--- config.mk ---
export PLATFORM = sky130hd
export DESIGN_NAME = aux_pin_function_control
export DESIGN_NICKNAME = d
export VERILOG_FILES = /design/src/rtl/aux_pin_pkg.sv /design/src/rtl/aux_pin_function_control.sv
export SDC_FILE = /design/constraint.sdc
export NUM_CORES = 1
export LEC_CHECK = 0
export ABC_AREA = 1
export BUFFER_PORTS_ARGS = -buffer_cell sky130_fd_sc_hd__buf_4
export CELL_PAD_IN_SITES_DETAIL_PLACEMENT = 0
export CELL_PAD_IN_SITES_GLOBAL_PLACEMENT = 1
export CORE_UTILIZATION = 45
export CTS_BUF_LIST = sky130_fd_sc_hd__clkbuf_2 sky130_fd_sc_hd__clkbuf_4 sky130_fd_sc_hd__clkbuf_8
export DETAILED_ROUTE_END_ITERATION = 16
export GPL_ROUTABILITY_DRIVEN = 1
export PLACE_DENSITY_LB_ADDON = 0.1
export SLEW_MARGIN = 15
export SYNTH_ARGS = -nofsm -noshare
export SYNTH_HDL_FRONTEND = slang
export SYNTH_SLANG_ARGS = --single-unit
--- constraint.sdc ---
create_clock -name clk -period 6 [get_ports clk]
set_input_delay 0.9 -clock clk [delete_from_list [all_inputs] [get_ports clk]]
set_output_delay 0.9 -clock clk [all_outputs]
set_load 0.03 [all_outputs]
--- src/rtl/aux_pin_pkg.sv ---
// Constants for the auxiliary pin function control block.
// Assumes an 8-bit register port on the system clock.
package aux_pin_pkg;

    // ****************************************
    // Register addresses and reset value
    // ****************************************
    localparam logic [7:0] ADDR_CLOCK_OUT_PIN_AND_INT_POLARITY = 8'hA1;
    localparam logic [7:0] ADDR_KEYPAD_SPI_UART_PIN_ROUTING     = 8'hA2;
    localparam logic [7:0] ADDR_INTERRUPT_INPUT_TIMER_CLOCK     = 8'hA3;
    localparam logic [7:0] ADDR_BUS_DETECT_BEEPER_PIN_ROUTING   = 8'hA4;
    localparam logic [7:0] REG_RESET                            = 8'h00;

    // ****************************************
    // Field positions
    // ****************************************
    localparam int B0_CLKOUT_HI = 7;
    localparam int B0_CLKOUT_LO = 6;
    localparam int B0_FAST_DRV  = 5;
    localparam int B0_P4FN_HI   = 3;
    localparam int B0_P4FN_LO   = 2;
    localparam int B0_IRQ1_POL  = 1;
    localparam int B0_IRQ0_POL  = 0;
    localparam int B1_KEY_HI    = 7;
    localparam int B1_KEY_LO    = 6;
    localparam int B1_SPI       = 5;
    localparam int B1_UART1     = 4;
    localparam int B1_SER1_IN   = 3;
    localparam int B1_TW0       = 2;
    localparam int B1_CAPTURE   = 1;
    localparam int B1_DATA_POINTER      = 0;
    localparam int B2_IRQ3_HI   = 7;
    localparam int B2_IRQ3_LO   = 6;
    localparam int B2_IRQ2_HI   = 5;
    localparam int B2_IRQ2_LO   = 4;
    localparam int B2_T1_FAST   = 3;
    localparam int B2_T0_FAST   = 2;
    localparam int B2_T1_CKOE   = 1;
    localparam int B2_T0_CKOE   = 0;
    localparam int B3_START     = 7;
    localparam int B3_STOP      = 6;
    localparam int B3_BEEP_HI   = 5;
    localparam int B3_BEEP_LO   = 4;
    localparam int B3_SER0_IN   = 2;
    localparam int B3_ECI       = 1;
    localparam int B3_TW1       = 0;

    // ****************************************
    // Codes and divider counts
    // ****************************************
    typedef enum logic [1:0] {
        CLK_OFF  = 2'h0,
        CLK_DIV1 = 2'h1,
        CLK_DIV2 = 2'h2,
        CLK_DIV4 = 2'h3
    } clock_out_sel_t;

    localparam logic [1:0] BEEP_OFF    = 2'h0;
    localparam logic [1:0] BEEP_DIV64  = 2'h1;
    localparam logic [1:0] BEEP_DIV32  = 2'h2;
    localparam logic [4:0] BEEP_HALF64 = 5'h1F;
    localparam logic [4:0] BEEP_HALF32 = 5'h0F;
    localparam logic [4:0] BEEP_HALF16 = 5'h07;
    localparam logic [3:0] PRESCALE_LAST = 4'hB;

endpackage : aux_pin_pkg

--- src/rtl/aux_pin_function_control.sv ---
// Auxiliary pin function control: four routing registers, clock and
// beeper outputs, timer prescale ticks and bus start/stop flags.
// Assumes clk is the master clock and the register port is on clk.
//
// Summary of operation
// - Pin 6.0 clock output acts only while an internal RC clocks the system.
// - Clock field 00 leaves general I/O; 01/10/11 give master clock /1,/2,/4.
// - Fast-drive bit selects stronger drive on pin 6.0.
// - Port 4 pair field picks port, UART0, timer 0/1, or timer 2 functions.
// - Polarity bits switch interrupts 0 and 1 to high or rising trigger.
// - Keypad high nibble on port 2 when clear, port 1 when set.
// - Keypad low nibble on port 2 when clear, port 3 when set.
// - SPI pins on port 1 when clear, ports 2 and 4 when set.
// - Secondary UART moves to port 3 only while capture relocation is off.
// - Secondary serial-in from pin 1.0 when clear, pin 3.5 when set.
// - Two-wire 0 moves to port 6 only while clock field is 00.
// - Capture outputs on port 2 when clear, port 3 when set.
// - Data pointer select picks pointer 0 or pointer 1.
// - Interrupt 3 and 2 input select fields pick one of four pins.
// - Timer prescale bit picks system clock /12 or undivided clock.
// - Clock-out enable bits drive timer clock outputs to their pins.
// - Start condition sets start flag; writing zero clears it.
// - Stop condition sets stop flag; writing zero clears it.
// - Beeper field outputs low-frequency RC /64, /32 or /16 on pin 4.4.
// - Primary serial-in from pin 3.2 when clear, pin 1.6 when set.
// - Counter external input from pin 2.1 when clear, pin 3.2 when set.
// - Two-wire 1 on port 1 when clear, port 3 when set.
//
// Chosen here: strobed register access.
`timescale 1ns/1ps

module aux_pin_function_control (
    input  wire logic       clk,
    input  wire logic       rst,
    input  wire logic [7:0] reg_addr,
    input  wire logic [7:0] reg_wdata,
    input  wire logic       reg_write,
    input  wire logic       reg_read,
    output logic      [7:0] reg_rdata,
    input  wire logic       sys_clock_internal_rc,
    input  wire logic       stw_scl_in,
    input  wire logic       stw_sda_in,
    input  wire logic       low_freq_rc_osc,
    output logic            pin60_clock_out,
    output logic            pin60_clock_pass,
    output logic            pin60_clock_active,
    output logic            pin60_fast_drive,
    output logic      [1:0] port4_pair_function_select,
    output logic            ext_irq1_high_polarity,
    output logic            ext_irq0_high_polarity,
    output logic            keypad_high_nibble_route,
    output logic            keypad_low_nibble_route,
    output logic            spi_pin_relocate,
    output logic            uart1_pin_relocate,
    output logic            serial1_in_relocate,
    output logic            twowire0_pin_relocate,
    output logic            capture_out_relocate,
    output logic            data_pointer_select,
    output logic      [1:0] ext_irq3_input_select,
    output logic      [1:0] ext_irq2_input_select,
    output logic            timer1_fast_clock,
    output logic            timer0_fast_clock,
    output logic            timer1_clock_out_enable,
    output logic            timer0_clock_out_enable,
    output logic            timer1_count_tick,
    output logic            timer0_count_tick,
    output logic            start_detect_flag,
    output logic            stop_detect_flag,
    output logic            beeper_out,
    output logic            beeper_active,
    output logic            serial0_in_relocate,
    output logic            counter_ext_clock_relocate,
    output logic            twowire1_pin_relocate
);
    import aux_pin_pkg::*;

    // ****************************************
    // Register storage
    // ****************************************
    logic [7:0]     clock_out_pin_and_int_polarity;
    logic [7:0]     keypad_spi_uart_pin_routing;
    logic [7:0]     interrupt_input_timer_clock_control;
    logic [7:0]     bus_detect_beeper_pin_routing;
    logic [7:0]     next_cfg0, next_cfg1, next_cfg2, next_cfg3;
    logic           wr0, wr1, wr2, wr3;
    clock_out_sel_t pin60_sel_eff, next_pin60_sel;
    logic           div_phase;
    logic [3:0]     prescale_cnt;
    logic           scl_meta, scl_sync, scl_prev;
    logic           sda_meta, sda_sync, sda_prev;
    logic           osc_meta, osc_sync, osc_prev;
    logic [4:0]     beep_cnt, beep_half;
    logic           start_cond, stop_cond;

    function automatic logic flag_next(input logic cur, input logic set, input logic clr);
        flag_next = set | (cur & ~clr);
    endfunction : flag_next

    assign wr0 = reg_write && (reg_addr == ADDR_CLOCK_OUT_PIN_AND_INT_POLARITY);
    assign wr1 = reg_write && (reg_addr == ADDR_KEYPAD_SPI_UART_PIN_ROUTING);
    assign wr2 = reg_write && (reg_addr == ADDR_INTERRUPT_INPUT_TIMER_CLOCK);
    assign wr3 = reg_write && (reg_addr == ADDR_BUS_DETECT_BEEPER_PIN_ROUTING);

    assign next_cfg0 = wr0 ? reg_wdata : clock_out_pin_and_int_polarity;
    assign next_cfg1 = wr1 ? reg_wdata : keypad_spi_uart_pin_routing;
    assign next_cfg2 = wr2 ? reg_wdata : interrupt_input_timer_clock_control;

    // ****************************************
    // Bus condition detection
    // ****************************************
    // Pins are foreign to clk; only the second and third stages feed logic
    // Oscillator edges are counted on clk, so it must run well below clk
    always_ff @(posedge clk or posedge rst)
    begin
        if (rst)
        begin
            scl_meta <= 1'b1;
            scl_sync <= 1'b1;
            scl_prev <= 1'b1;
            sda_meta <= 1'b1;
            sda_sync <= 1'b1;
            sda_prev <= 1'b1;
            osc_meta <= 1'b0;
            osc_sync <= 1'b0;
            osc_prev <= 1'b0;
        end
        else
        begin
            scl_meta <= stw_scl_in;
            scl_sync <= scl_meta;
            scl_prev <= scl_sync;
            sda_meta <= stw_sda_in;
            sda_sync <= sda_meta;
            sda_prev <= sda_sync;
            osc_meta <= low_freq_rc_osc;
            osc_sync <= osc_meta;
            osc_prev <= osc_sync;
        end
    end

    assign start_cond = scl_sync && scl_prev && sda_prev && !sda_sync;
    assign stop_cond  = scl_sync && scl_prev && !sda_prev && sda_sync;

    // Flags take only zeros from software; a condition in the clearing cycle wins
    always_comb
    begin
        next_cfg3 = bus_detect_beeper_pin_routing;
        if (wr3)
        begin
            next_cfg3 = reg_wdata;
            next_cfg3[B3_START] = bus_detect_beeper_pin_routing[B3_START];
            next_cfg3[B3_STOP]  = bus_detect_beeper_pin_routing[B3_STOP];
        end
        next_cfg3[B3_START] = flag_next(bus_detect_beeper_pin_routing[B3_START], start_cond,
                                        wr3 && !reg_wdata[B3_START]);
        next_cfg3[B3_STOP]  = flag_next(bus_detect_beeper_pin_routing[B3_STOP], stop_cond,
                                        wr3 && !reg_wdata[B3_STOP]);
    end

    // ****************************************
    // Register update
    // ****************************************
    // same-edge update
    always_ff @(posedge clk or posedge rst)
    begin
        if (rst)
        begin
            clock_out_pin_and_int_polarity      <= REG_RESET;
            keypad_spi_uart_pin_routing         <= REG_RESET;
            interrupt_input_timer_clock_control <= REG_RESET;
            bus_detect_beeper_pin_routing       <= REG_RESET;
        end
        else
        begin
            clock_out_pin_and_int_polarity      <= next_cfg0;
            keypad_spi_uart_pin_routing         <= next_cfg1;
            interrupt_input_timer_clock_control <= next_cfg2;
            bus_detect_beeper_pin_routing       <= next_cfg3;
        end
    end

    // Unmapped addresses read zero; data valid only the cycle after the strobe
    always_ff @(posedge clk or posedge rst)
    begin
        if (rst)
            reg_rdata <= REG_RESET;
        else if (!reg_read)
            reg_rdata <= REG_RESET;
        else
        begin
            unique case (reg_addr)
                ADDR_CLOCK_OUT_PIN_AND_INT_POLARITY: reg_rdata <= clock_out_pin_and_int_polarity;
                ADDR_KEYPAD_SPI_UART_PIN_ROUTING:    reg_rdata <= keypad_spi_uart_pin_routing;
                ADDR_INTERRUPT_INPUT_TIMER_CLOCK:    reg_rdata <= interrupt_input_timer_clock_control;
                ADDR_BUS_DETECT_BEEPER_PIN_ROUTING:  reg_rdata <= bus_detect_beeper_pin_routing;
                default:                             reg_rdata <= REG_RESET;
            endcase
        end
    end

    // ****************************************
    // Routing outputs
    // ****************************************
    // fast drive
    assign pin60_fast_drive           = clock_out_pin_and_int_polarity[B0_FAST_DRV];
    assign port4_pair_function_select = clock_out_pin_and_int_polarity[B0_P4FN_HI:B0_P4FN_LO];
    assign ext_irq1_high_polarity     = clock_out_pin_and_int_polarity[B0_IRQ1_POL];
    assign ext_irq0_high_polarity     = clock_out_pin_and_int_polarity[B0_IRQ0_POL];
    assign keypad_high_nibble_route   = keypad_spi_uart_pin_routing[B1_KEY_HI];
    assign keypad_low_nibble_route    = keypad_spi_uart_pin_routing[B1_KEY_LO];
    assign spi_pin_relocate           = keypad_spi_uart_pin_routing[B1_SPI];
    assign serial1_in_relocate        = keypad_spi_uart_pin_routing[B1_SER1_IN];
    assign capture_out_relocate       = keypad_spi_uart_pin_routing[B1_CAPTURE];
    assign data_pointer_select        = keypad_spi_uart_pin_routing[B1_DATA_POINTER];
    assign ext_irq3_input_select      = interrupt_input_timer_clock_control[B2_IRQ3_HI:B2_IRQ3_LO];
    assign ext_irq2_input_select      = interrupt_input_timer_clock_control[B2_IRQ2_HI:B2_IRQ2_LO];
    assign timer1_fast_clock          = interrupt_input_timer_clock_control[B2_T1_FAST];
    assign timer0_fast_clock          = interrupt_input_timer_clock_control[B2_T0_FAST];
    assign timer1_clock_out_enable    = interrupt_input_timer_clock_control[B2_T1_CKOE];
    assign timer0_clock_out_enable    = interrupt_input_timer_clock_control[B2_T0_CKOE];
    assign start_detect_flag          = bus_detect_beeper_pin_routing[B3_START];
    assign stop_detect_flag           = bus_detect_beeper_pin_routing[B3_STOP];
    assign serial0_in_relocate        = bus_detect_beeper_pin_routing[B3_SER0_IN];
    assign counter_ext_clock_relocate = bus_detect_beeper_pin_routing[B3_ECI];
    assign twowire1_pin_relocate      = bus_detect_beeper_pin_routing[B3_TW1];

    assign next_pin60_sel = sys_clock_internal_rc ? clock_out_sel_t'(next_cfg0[B0_CLKOUT_HI:B0_CLKOUT_LO]) : CLK_OFF;

    // Gated selects are registered from next values so they move with the register
    always_ff @(posedge clk or posedge rst)
    begin
        if (rst)
        begin
            pin60_sel_eff         <= CLK_OFF;
            pin60_clock_active    <= 1'b0;
            pin60_clock_pass      <= 1'b0;
            uart1_pin_relocate    <= 1'b0;
            twowire0_pin_relocate <= 1'b0;
        end
        else
        begin
            pin60_sel_eff         <= next_pin60_sel;
            pin60_clock_active    <= (next_pin60_sel != CLK_OFF);
            // undivided clock passes at the pad
            pin60_clock_pass      <= (next_pin60_sel == CLK_DIV1);
            uart1_pin_relocate    <= next_cfg1[B1_UART1] && !next_cfg1[B1_CAPTURE];
            // raw clock field must be 00
            twowire0_pin_relocate <= next_cfg1[B1_TW0] && (next_cfg0[B0_CLKOUT_HI:B0_CLKOUT_LO] == CLK_OFF);
        end
    end

    // ****************************************
    // Pin 6.0 clock divider
    // ****************************************
    // Divide by one cannot come from a flop; the pad takes clk when pass is high
    // master clock dividers
    always_ff @(posedge clk or posedge rst)
    begin
        if (rst)
        begin
            div_phase       <= 1'b0;
            pin60_clock_out <= 1'b0;
        end
        else
        begin
            div_phase <= ~div_phase;
            unique case (pin60_sel_eff)
                CLK_DIV2: pin60_clock_out <= ~pin60_clock_out;
                CLK_DIV4: pin60_clock_out <= div_phase ? ~pin60_clock_out : pin60_clock_out;
                CLK_OFF,
                CLK_DIV1: pin60_clock_out <= 1'b0;
            endcase
        end
    end

    // ****************************************
    // Timer prescale ticks
    // ****************************************
    // divide by twelve
    always_ff @(posedge clk or posedge rst)
    begin
        if (rst)
        begin
            prescale_cnt      <= 4'h0;
            timer0_count_tick <= 1'b0;
            timer1_count_tick <= 1'b0;
        end
        else
        begin
            prescale_cnt      <= (prescale_cnt == PRESCALE_LAST) ? 4'h0 : prescale_cnt + 4'h1;
            timer0_count_tick <= timer0_fast_clock || (prescale_cnt == PRESCALE_LAST);
            timer1_count_tick <= timer1_fast_clock || (prescale_cnt == PRESCALE_LAST);
        end
    end

    // ****************************************
    // Beeper
    // ****************************************
    always_comb
    begin
        unique case (bus_detect_beeper_pin_routing[B3_BEEP_HI:B3_BEEP_LO])
            BEEP_DIV64: beep_half = BEEP_HALF64;
            BEEP_DIV32: beep_half = BEEP_HALF32;
            default:    beep_half = BEEP_HALF16;
        endcase
    end

    always_ff @(posedge clk or posedge rst)
    begin
        if (rst)
        begin
            beep_cnt      <= 5'h00;
            beeper_out    <= 1'b0;
            beeper_active <= 1'b0;
        end
        else if (bus_detect_beeper_pin_routing[B3_BEEP_HI:B3_BEEP_LO] == BEEP_OFF)
        begin
            beep_cnt      <= 5'h00;
            beeper_out    <= 1'b0;
            beeper_active <= (next_cfg3[B3_BEEP_HI:B3_BEEP_LO] != BEEP_OFF);
        end
        else
        begin
            beeper_active <= (next_cfg3[B3_BEEP_HI:B3_BEEP_LO] != BEEP_OFF);
            if (osc_sync && !osc_prev)
            begin
                if (beep_cnt >= beep_half)
                begin
                    beep_cnt   <= 5'h00;
                    beeper_out <= ~beeper_out;
                end
                else
                    beep_cnt <= beep_cnt + 5'h01;
            end
        end
    end
endmodule : aux_pin_function_control

Word-level counts from Yosys, hierarchy flattened
Cells that the tools add are included.
W data, S select, Z words.
{ "totals": {"regBits": 70, "latch_bits": 0, "input_bits": 24, "rom_bits": 0, "ramBits": 0, "mem_count": 0, "elab_cells": 101, "out_inout_bits": 41} }
{ "classes": {"add_sub_neg": 2, "mux": 16, "magnitude_cmp": 1, "bitwise": 9, "shifts": 0, "mul": 0, "n_div": 0, "reduce_logical": 31, "n_eq_ne": 12} }
{ "ops": {"columns": ["operator", "n"], "rows": [
  ["$eq A8 B8 Y1 const B", 4],
  ["$pmux W8 S4", 1],
  ["$mux W5", 4],
  ["$mux W8", 2],
  ["$logic_and A1 B1 Y1", 14],
  ["$pmux W5 S2", 1],
  ["$reduce_bool A2 Y1", 4],
  ["$eq A2 B1 Y1 const B", 3],
  ["$eq A2 B2 Y1 const B", 3],
  ["$logic_not A1 Y1", 6],
  ["$logic_not A2 Y1", 3],
  ["$mux W6", 1],
  ["$add A5 B1 Y5 const B", 1],
  ["$ge A5 B5 Y1", 1],
  ["$not A1 Y1", 5],
  ["$add A4 B1 Y4 const B", 1],
  ["$eq A4 B4 Y1 const B", 1],
  ["$mux W1", 4],
  ["$mux W4", 1],
  ["$pmux W1 S3", 1],
  ["$and A1 B1 Y1", 2],
  ["$logic_or A1 B1 Y1", 2],
  ["$mux W2", 1],
  ["$ne A2 B2 Y1 const B", 1],
  ["3 further kinds", 4]
]} }

Logic depth before layout (Yosys ltp)
Gate-level depths: netlist of run 1.
{ "logic_depth": {"depth_word": 6, "ltp_mapped": 11, "ltp_nobuf": 11} }

Worst setup path after synthesis of run 1
Ideal clock, no wire load.
{ "synth_path": {"kind": "input to register", "startpoint": "input reg_addr[4]", "endpoint": "register beeper_active", "arrival_time_ps": 1694, "setup_time_ps": 130, "path_stages": 7, "n_path_buf": 1, "t_required_ps": 5870, "slack_ps": 4176, "cell_sequence": "nor2_2 nand2_4 nor2_4 nand2_2 buf_6 nand2_1 nand4_1"} }
{ "synth_via": {"elab_chain_len": 4} }
{ "synth_rtl": {"columns": ["item", "line_no", "rtl"], "rows": [
  ["start: declaration", "aux_pin_function_control.sv:35", "input wire logic [7:0] reg_addr,"],
  ["$eq A8 B8 Y1", "aux_pin_function_control.sv:102", "assign wr3 = reg_write && (reg_addr == ADDR_BUS_DETECT_BEEPER_PIN_ROUTING);"],
  ["$logic_and A1 B1 Y1", "aux_pin_function_control.sv:102", null],
  ["$mux W6", "aux_pin_function_control.sv:148", "if (wr3)"],
  ["$reduce_bool A2 Y1", "aux_pin_function_control.sv:320, aux_pin_function_control.sv:324", null],
  ["end signal: assignment", "aux_pin_function_control.sv:320", "beeper_active <= (next_cfg3[B3_BEEP_HI:B3_BEEP_LO] != BEEP_OFF);"],
  ["end signal: assignment", "aux_pin_function_control.sv:324", "beeper_active <= (next_cfg3[B3_BEEP_HI:B3_BEEP_LO] != BEEP_OFF);"],
  ["end: declaration", "aux_pin_function_control.sv:70", "output logic beeper_active,"]
]} }
No other way between the ends.
A chain may end at the register's enable or synchronous reset.

Worst setup path in the final report of run 1
{ "layout_path": {"startpoint": "input reg_addr[6]", "endpoint": "register twowire0_pin_relocate"} }
{ "layout_via": {"elab_chain_len": 5, "word_cells_on_any_way": 8, "classes_between": "2 x eq/ne; 2 x mux; 4 x reduce/logical"} }
{ "layout_rtl": {"columns": ["item", "line_no", "rtl"], "rows": [
  ["$eq A8 B8 Y1", "aux_pin_function_control.sv:99", "assign wr0 = reg_write && (reg_addr == ADDR_CLOCK_OUT_PIN_AND_INT_POLARITY);"],
  ["$logic_and A1 B1 Y1", "aux_pin_function_control.sv:99", null],
  ["$mux W8", "aux_pin_function_control.sv:104", "assign next_cfg0 = wr0 ? reg_wdata : clock_out_pin_and_int_polarity;"],
  ["$logic_not A2 Y1", "aux_pin_function_control.sv:248", "twowire0_pin_relocate <= next_cfg1[B1_TW0] && (next_cfg0[B0_CLKOUT_HI:B0_CLKOUT_LO] == CLK_OFF);"],
  ["$logic_and A1 B1 Y1 (*)", "aux_pin_function_control.sv:248", null],
  ["end signal: assignment", "aux_pin_function_control.sv:248", null],
  ["end: declaration", "aux_pin_function_control.sv:56", "output logic twowire0_pin_relocate,"]
]} }
Every way passes the cells marked *; elsewhere a longest branch is shown, timed or not.

==> flow_summary.toml, run 1 <==
[power_and_ir_drop]
ir_drop_uv = 164.2
p_leak_uw = 0.002080
p_per_area_nw_per_um2 = 259.5

[synth]
synth-xor-area-share_pct = 0.5622
yosys.area_share.adder_pct = 2.410
netlist-cell-type-count = 25
synth-simple-area-share_pct = 25.90
synth_area_leaders = "dfrtp_1 51%, nand2_1 14%, inv_1 5.4%"
synth_top_area_share_pct = 51.41
netlist_top_cells_count = "118 x nand2_1, 64 x dfrtp_1, 45 x inv_1"
ys_async_sr_fraction_pct = 100.0
ys_ff_latch = 70
ys_warn_count = 0
synth.most_common_cell = "nand2_1"
synth_top_family_by_area = "simple AND/OR/NAND/NOR gates"
synth-main-ff-cell = "dfrtp_1"
synth_fp_nets = 389
yosysSeqAreaShare_pct = 56.47
synth_top_area_cell = "dfrtp_1"
synth_edf_count = 0
avgSynthCellArea_um2 = 8.678
synth_compound_area_share_pct = 6.908
muxShareOfSynthArea_pct = 0
syn_area_um2 = 3115
synthCells = 359

[timing]
period_needed_ns = 2.069
period_share_pct = 34.48
fin_skew_ns = 0.009885
rsz0062_at_grt = "false"
tightest_slew_ns = 0.7443
fin_ws_ns = 3.931
relSlewSlack_pct = 50.38
fin_tns_setup_ns = 0
fin_hold_ws_ns = 0.3549
finalSetupViolCount = 0
slew_viol_final = 0
hold_viol = 0
timing.fmax_mhz = 483.4

[critical_path]
cp_data_required_time_ns = 6.24
path_delay_family = "simple AND/OR/NAND/NOR gates"
crit_slowest_cell = "nand3_1"
path_depth = 9
critical_path_arrival_ns = 2.31
reg2reg_setup_slack_ns = 4.36
worst_r2r_startpoint = "bus_detect_beeper_pin_routing[4]$_DFF_PP0_"
crit_chain = "buf_4, inv_1, nand2_1, nor2_1, nand3_1, nand2_1, nand2_1, nand2_1, nor2_1"
path_buf_inv = 2
critPathMostFrequentCell = "nand2_1"
criticalPathCategory = "in -> reg"
crit_path_start_kind = "input port"
end_kind = "flop"
r2r_end = "beeper_out$_DFFE_PP0P_"
critPathMaxStageDelay_ns = 0.52
cp_max_fo = 14
reg2reg_depth = 9

[placed_design]
placed_area_um2 = 3638
io_buffer_count = 64
place.gp.congestion = 0.8005
dpl.hpwl_um = 5016
pre_cts_ws_ns = 3.569

[final_layout]
diodes = 0
fillCellCount = 611
post-route-util_pct = 58.83
nets = 458
seq_area_um2 = 1759
final_area_um2 = 3842
multi_input_area_um2 = 1115
drive_gt1_share_pct = 26.56
synthToLayoutAreaGrowth_pct = 23.33

[route]
postRouteWirelength_um = 6819
drc_errors = 0
routedWlPerCell_um = 13.37
vias_per_cell = 4.831
vias = 2464
drtIter0Drc = 91
ant_nets = 0
drt_pass1_iterations = 4

[global_routing]
grt_max_degree = 62
antenna_found_initial = 0
grt_pass1_vias = 2316
grt_usage_pct = 21.07
overflow = 0
grt_pass1_wl_um = 11460

[clock_tree]
path_clk_slew_ns = 0.08
numCtsBuffers = 9
clock-sinks = 70
hold_buffers = 0
clockBufferDepth = 2
post-cts-setup-buffers = 0
htree_levels = 3
cts_tree = "done"
clockRootBuffer = "clkbuf_8"
clkLatencyLatePin_ns = 0.35
cts-resized-gates = 0

[floorplan]
design.die.area_um2 = 7260
initial_core_util_pct = 47.70
io_pins = 65
rows = 29
die_h_um = 85.21
coreArea_um2 = 6531
die_w_um = 85.21

[worst_hold_path]
hp-start = "osc_meta$_DFF_PP0_"
hold_end = "osc_sync$_DFF_PP0_"
min_delay_path_depth = 0
hp-class = "reg -> reg"

[job]
maxCapViolations = 0

[outcome]
outcome = "finished clean"
final cells by class:
cell class,count,share of cell area [%]
flip-flops and latches,70,45.78
well taps,77,2.507
clock inverters,5,1.530
multi-input cells,234,29.01
repair buffers,65,12.70
clock buffers,11,3.777
inverters,48,4.689
stage by stage:
step	total power, uW	std cells
2_1_floorplan	570.2	359
3_3_place_gp	614.4	494
3_5_place_dp	616.5	494
4_1_cts	1004	510
5_1_grt	1043	510
6_report	997.2	510
registers in the layout, indices dropped and copies added, names as in the netlist, 2 cells and up:
register,cells
clock_out_pin_and_int_polarity,8
interrupt_input_timer_clock_control,8
keypad_spi_uart_pin_routing,8
bus_detect_beeper_pin_routing,8
reg_rdata,8
beep_cnt,5
pin60_sel_eff,2
prescale_cnt,4
worst register-to-register path: stages, from the launching register on:
cell,delay [ns]
dfrtp_1,0.42
inv_1,0.06
ha_1,0.27
inv_1,0.04
ha_1,0.27
nand3_1,0.07
nand2_1,0.12
nand2_1,0.13
nand2_1,0.07
o21ai_0,0.07
cell usage in the layout, fill, tap and decap left out, types with 4 or more instances in the layout:
master and count:
buf_4 65, clkbuf_8 10, dfrtp_1 64, dfstp_2 6, ha_1 6, inv_1 44
inv_2 4, nand2_1 118, nand2_2 4, nand3_1 14, nor2_1 37, o21ai_0 12
o21ai_1 15, o21ai_2 8
worst max-delay path by stage:
stage,startpoint,endpoint
floorplan,rst,beep_cnt[0]$_DFFE_PP0P_
global placement,reg_addr[6],twowire0_pin_relocate$_DFF_PP0_
detailed placement,reg_addr[6],pin60_clock_pass$_DFF_PP0_
CTS,reg_addr[6],twowire0_pin_relocate$_DFF_PP0_
global route,reg_addr[4],pin60_clock_pass$_DFF_PP0_
finish,reg_addr[6],twowire0_pin_relocate$_DFF_PP0_
where the power goes:
group	switching (uW)	internal, uW	total, uW
combinational	65.4	36.8	102
clock	184	208	392
sequential	12.7	491	503
kinds of logic (layout without fill, tap and decap cells):
group	Yosys count	in the layout
adder cells (fa/ha/maj)	6	6
XOR/XNOR	2	2
AND/OR/NAND/NOR	189	189
flip-flops	70	70
AO/OA/AOI/OAI	37	37
buffers and inverters	55	129
per-layer routing:
metal / vias up / track usage (%) / part of all wire, %
li1: 1239 / - / -
met1: 1157 / 28.53 / 46
met2: 59 / 32.62 / 48
met3: 9 / 5.545 / 4.5
met4: 0 / 8.012 / 1.4
met5: - / 0 / 0
No activity file was read; power rests on OpenSTA's default activity.
==> run 2, diff against run 1 <==
CORE_UTILIZATION = 42   (was 45)
clock period = 2 ns   (was 6 ns; I/O delays follow)
==> run 2 against run 1 <==
Die area grew 7.0%; power rose to 3.0 times the previous value; first-iteration DRC count shrank 13%; clock power rose to 2.9 times the previous value; flip-flop and latch count unchanged; sequential power grew to 3.0 times the previous value; clock-buffer cell count decreased by 1; non-clock buffer count rose by 6; setup slack lost 3.5 ns; routed wire length is 0.94% higher; critical path type is now reg -> reg.
==> flow_summary.toml, run 2 (synthesis gave the netlist of run 1 again) <==
[global_routing]
grt_max_degree = 44
antenna_found_initial = 0
grt_pass1_vias = 2283
overflow = 0
grt_usage_pct = 19.67
grt_pass1_wl_um = 11030

[critical_path]
endpoint = "beeper_out$_DFFE_PP0P_"
end_kind = "flop"
criticalPathCategory = "reg -> reg"
cp_max_fo = 4
r2r_end = "beeper_out$_DFFE_PP0P_"
worstSetupStartpoint = "bus_detect_beeper_pin_routing[5]$_DFF_PP0_"
worst_r2r_startpoint = "bus_detect_beeper_pin_routing[5]$_DFF_PP0_"
crit_path_start_kind = "flop"
critical_path_arrival_ns = 1.82
cp_data_required_time_ns = 2.23
reg2reg_depth = 9
reg2reg_setup_slack_ns = 0.42

[timing]
slew_viol_final = 0
fin_tns_setup_ns = 0
tightest_slew_ns = 0.3139
rsz0062_at_grt = "false"
hold_viol = 0
period_needed_ns = 1.583
period_share_pct = 79.15
relSlewSlack_pct = 79.00
fin_skew_ns = 0.009996
fin_ws_ns = 0.4169
fin_hold_ws_ns = 0.05791
timing.fmax_mhz = 631.7
finalSetupViolCount = 0

[power_and_ir_drop]
p_comb_share_pct = 10.6
power_frac_seq_pct = 51.1
ir_drop_uv = 381.9
p_int_uw = 2176
p_clk_share_pct = 38.3
p_leak_uw = 0.002110
p_sw_share_pct = 26.34
p_sw_uw = 778.1
p_per_area_nw_per_um2 = 753.1

[final_layout]
drive_gt1_share_pct = 27.33
final_cell_mix = "118 x nand2_1, 69 x buf_4, 64 x dfrtp_1, 44 x inv_1, 37 x nor2_1"
layout_commonest_cell = "nand2_1"
synthToLayoutAreaGrowth_pct = 25.90
final_area_um2 = 3923
diodes = 0
nets = 464

[placed_design]
pre_cts_ws_ns = 0.4407
dpl.hpwl_um = 5001
placed_area_um2 = 3720
io_buffer_count = 64
place.gp.congestion = 0.7906

[route]
drc_errors = 0
vias_per_cell = 4.591
postRouteWirelength_um = 6883
routedWlPerCell_um = 12.79
drtIter0Drc = 79
vias = 2470
ant_nets = 0
drt_pass1_iterations = 4

[clock_tree]
clockRootBuffer = "clkbuf_8"
clkLatencyLatePin_ns = 0.35
htree_levels = 3
clockBufferDepth = 2
clock-sinks = 70
hold_buffers = 1
path_clk_slew_ns = 0.07
cts-resized-gates = 0
post-cts-setup-buffers = 0
cts_tree = "done"
numCtsBuffers = 9

[outcome]
outcome = "finished clean"

[floorplan]
coreArea_um2 = 7214
rows = 31
design.die.area_um2 = 7766
initial_core_util_pct = 43.18
die_w_um = 88.13
die_h_um = 88.13
io_pins = 65

[worst_hold_path]
hp-class = "in -> reg"

[job]
maxCapViolations = 0
==> run 2: worst min-delay path by stage <==
stage | startpoint | end | slack (ns) | cells past startpoint
floorplan | stw_scl_in | scl_meta$_DFF_PP1_ | 0.30 | 0
global placement | rst | beep_cnt[3]$_DFFE_PP0P_ | 0.28 | 2
detailed placement | rst | beep_cnt[3]$_DFFE_PP0P_ | 0.29 | 2
CTS | stw_sda_in | sda_meta$_DFF_PP1_ | 0.04 | 1
global route | stw_sda_in | sda_meta$_DFF_PP1_ | 0.04 | 1
finish | stw_sda_in | sda_meta$_DFF_PP1_ | 0.06 | 1
==> run 2: cell type report <==
type,instances,area [um^2]
clock buffers,10,131.4
clock inverters,6,61.31
fillers,732,3292
inverters,48,183.9
multi-input cells,234,1115
flip-flops and latches,70,1759
well taps,99,123.9
repair buffers,71,548.0
==> run 2: metrics by stage <==
| stage | std cells | utilization [%] | power (uW) |
|---|---|---|---|
| after floorplan | 359 | - | 1711 |
| after global placement | 521 | 51.56 | 1851 |
| after detailed placement | 521 | 51.56 | 1855 |
| after CTS | 538 | 54.37 | 2993 |
| after global routing | 538 | 54.37 | 3088 |
| final | 538 | 54.37 | 2954 |
==> run 2: worst max-delay path, cell delays in order, from the launching register on <==
cell	delay (ns)
dfrtp_1	0.39
inv_1	0.07
ha_1	0.27
inv_1	0.04
ha_1	0.27
nand3_1	0.07
nand2_1	0.12
nand2_1	0.11
nand2_1	0.07
o21ai_0	0.07
==> run 2: per-layer routing <==
layer,GRT usage (%),routed length [um],vias up,share of wire (%)
li1,-,-,1256,-
met1,25.50,3164,1143,46
met2,31.43,3325,62,48
met3,5.090,291,9,4.2
met4,8.211,102,0,1.5
met5,0,0,-,0
==> run 2: power groups by stage <==
| stage | clock network (uW) | registers (uW) | logic [uW] |
|---|---|---|---|
| 5_1_grt | 1220 | 1520 | 350 |
| 3_5_place_dp | 0 | 1540 | 318 |
| 4_1_cts | 1160 | 1510 | 320 |
| 3_3_place_gp | 0 | 1540 | 314 |
| 6_report | 1130 | 1510 | 314 |
| 2_1_floorplan | 0 | 1590 | 121 |
==> run 3, diff against run 2 <==
CORE_UTILIZATION = 38   (was 42)
clock period = 1.3 ns   (was 2 ns; I/O delays follow)
==> run 3 against run 2 <==
The run now ends with setup timing left; combinational power is 84% higher; power is 76% higher; non-clock buffer count is 23 higher; critical path depth is 1 higher; die area is 10% higher; critical path type unchanged; register-to-register slack worse by 0.62 ns; worst hold slack better by 0.035 ns; global-route usage is 0.59 points lower; clock power is 100% higher.
==> flow_summary.toml, run 3 (synthesis gave the netlist of run 1 again) <==
[critical_path]
criticalPathCategory = "reg -> reg"
crit_slowest_cell = "dfrtp_1"
crit_chain = "buf_6, ha_4, inv_4, ha_4, nand2_2, nand2_2, inv_2, nand2_4, buf_6, a21oi_2"
cp_data_required_time_ns = 1.57
path_depth = 10
path_buf_inv = 4
end_kind = "flop"
critical_path_arrival_ns = 1.78
critPathMaxStageDelay_ns = 0.41
cp_max_fo = 3
crit_path_start_kind = "flop"
reg2reg_depth = 10
path_delay_family = "flip-flops"

[clock_tree]
htree_levels = 3
clock-sinks = 70
clockRootBuffer = "clkbuf_8"
path_clk_slew_ns = 0.08
clockBufferDepth = 2
clkLatencyLatePin_ns = 0.34
numCtsBuffers = 9
cts_tree = "done"

[final_layout]
layout_commonest_cell = "nand2_1"
diodes = 0
synthToLayoutAreaGrowth_pct = 38.71
final_area_um2 = 4322
nets = 487
fillCellCount = 779
final_cell_mix = "111 x nand2_1, 85 x buf_4, 64 x dfrtp_1, 37 x inv_1, 37 x nor2_1"
drive_gt1_share_pct = 35.28

[floorplan]
initial_core_util_pct = 39.70
rows = 32
design.die.area_um2 = 8565
die_w_um = 92.55
die_h_um = 92.55
coreArea_um2 = 7848
io_pins = 65

[power_and_ir_drop]
power_frac_seq_pct = 44.6
ir_drop_uv = 538.4
p_per_area_nw_per_um2 = 1205
p_leak_uw = 0.002267
p_int_uw = 3992
p_comb_share_pct = 11.1
p_sw_share_pct = 23.33
p_clk_share_pct = 44.3
p_sw_uw = 1215

[global_routing]
grt_pass1_wl_um = 12360
grt_max_degree = 40
overflow = 0
antenna_found_initial = 0
grt_usage_pct = 19.08
grt_pass1_vias = 2559

[timing]
timing.fmax_mhz = 663.3
fin_skew_ns = 0.006253
rsz0062_at_grt = "true"
finalSetupViolCount = 6
hold_viol = 0
period_needed_ns = 1.508
tightest_slew_ns = 0.2578
slew_viol_final = 0
fin_ws_ns = -0.2077
fin_tns_setup_ns = -1.087
period_share_pct = 116.0
relSlewSlack_pct = 82.63

[route]
drt_pass1_iterations = 4
postRouteWirelength_um = 7521
vias = 2545
ant_nets = 0
vias_per_cell = 4.512
routedWlPerCell_um = 13.34
drc_errors = 0
drtIter0Drc = 103

[outcome]
outcome = "complete, but fails checks"
violations = "setup timing"

[worst_hold_path]
min_delay_path_depth = 3
hp-class = "in -> reg"

[placed_design]
place.gp.congestion = 0.7967
placed_area_um2 = 3859
dpl.hpwl_um = 5363
io_buffer_count = 64
pre_cts_ws_ns = -0.1947

[job]
maxCapViolations = 0
==> run 3: cell count changes in the layout (fill, tap and decap cells not counted), sizes merged <==
cell | previous run | this run
inv | 48 | 47
clkinv | 3 | 0
buf | 70 | 90
clkinvlp | 2 | 3
dlygate4sd3 | 1 | 4
bufinv | 1 | 4
==> run 3: metrics by stage <==
stage	hold WS (ns)	std cells	utilization, %	power (uW)
final	0.09323	564	55.07	5206
after global routing	0.1009	564	55.07	5406
after CTS	0.08255	561	54.07	5225
after detailed placement	0.1595	538	49.17	2879
after global placement	0.1566	538	49.17	2869
after floorplan	0.1995	359	-	2636
==> run 3: area by class of cell <==
cell class | instances | area (um^2) | share of cell area, %
timing repair buffer | 94 | 760.7 | 17.60
clock inverter | 6 | 135.1 | 3.127
sequential | 70 | 1759 | 40.71
clock buffer | 10 | 131.4 | 3.040
inverter | 48 | 186.4 | 4.314
tap | 102 | 127.6 | 2.953
multi-input combinational | 234 | 1221 | 28.26
==> run 3: what timing repair did <==
| action | 4_1_cts | 5_1_grt |
|---|---|---|
| pin swaps | 2 | 7 |
| setup endpoints to repair | 6 | 6 |
| gates resized for setup | 9 | 21 |
| hold buffers | 4 | 0 |
| buffers inserted | 3 | 3 |
| hold endpoints to repair | 10 | 0 |
==> run 3: final timing paths <==
check / startpoint / end / slack, ns
max: bus_detect_beeper_pin_routing[4]$_DFF_PP0_ / beep_cnt[4]$_DFFE_PP0P_ / -0.21
min: reg_wdata[6] / bus_detect_beeper_pin_routing[6]$_DFF_PP0_ / 0.09
max reg2reg: bus_detect_beeper_pin_routing[4]$_DFF_PP0_ / beep_cnt[4]$_DFFE_PP0P_ / -0.21
min reg2reg: osc_meta$_DFF_PP0_ / osc_sync$_DFF_PP0_ / 0.35
max in group asynchronous: rst / keypad_spi_uart_pin_routing[2]$_DFF_PP0_ / 0.47
min in group asynchronous: rst / timer0_count_tick$_DFF_PP0_ / 0.35
==> run 3: metal layers <==
layer  vias up  share of wire, %  GRT usage, %
li1       1304                 -             -
met1      1187                46         25.16
met2        50                50         30.62
met3         4               3.8         5.501
met4         0              0.81         5.208
met5         -                 0             0
==> run 3: power groups by stage <==
| stage | sequential [uW] | combinational (uW) | clock (uW) |
|---|---|---|---|
| 5_1_grt | 2330 | 632 | 2440 |
| 3_5_place_dp | 2360 | 515 | 0 |
| 4_1_cts | 2320 | 547 | 2360 |
| 6_report | 2320 | 578 | 2310 |
| 2_1_floorplan | 2450 | 189 | 0 |
| 3_3_place_gp | 2360 | 509 | 0 |
==> run 3: worst min-delay path, cell delays in order <==
cell	delay, ns
buf_4	0.09
o21ai_1	0.06
nand2_1	0.06
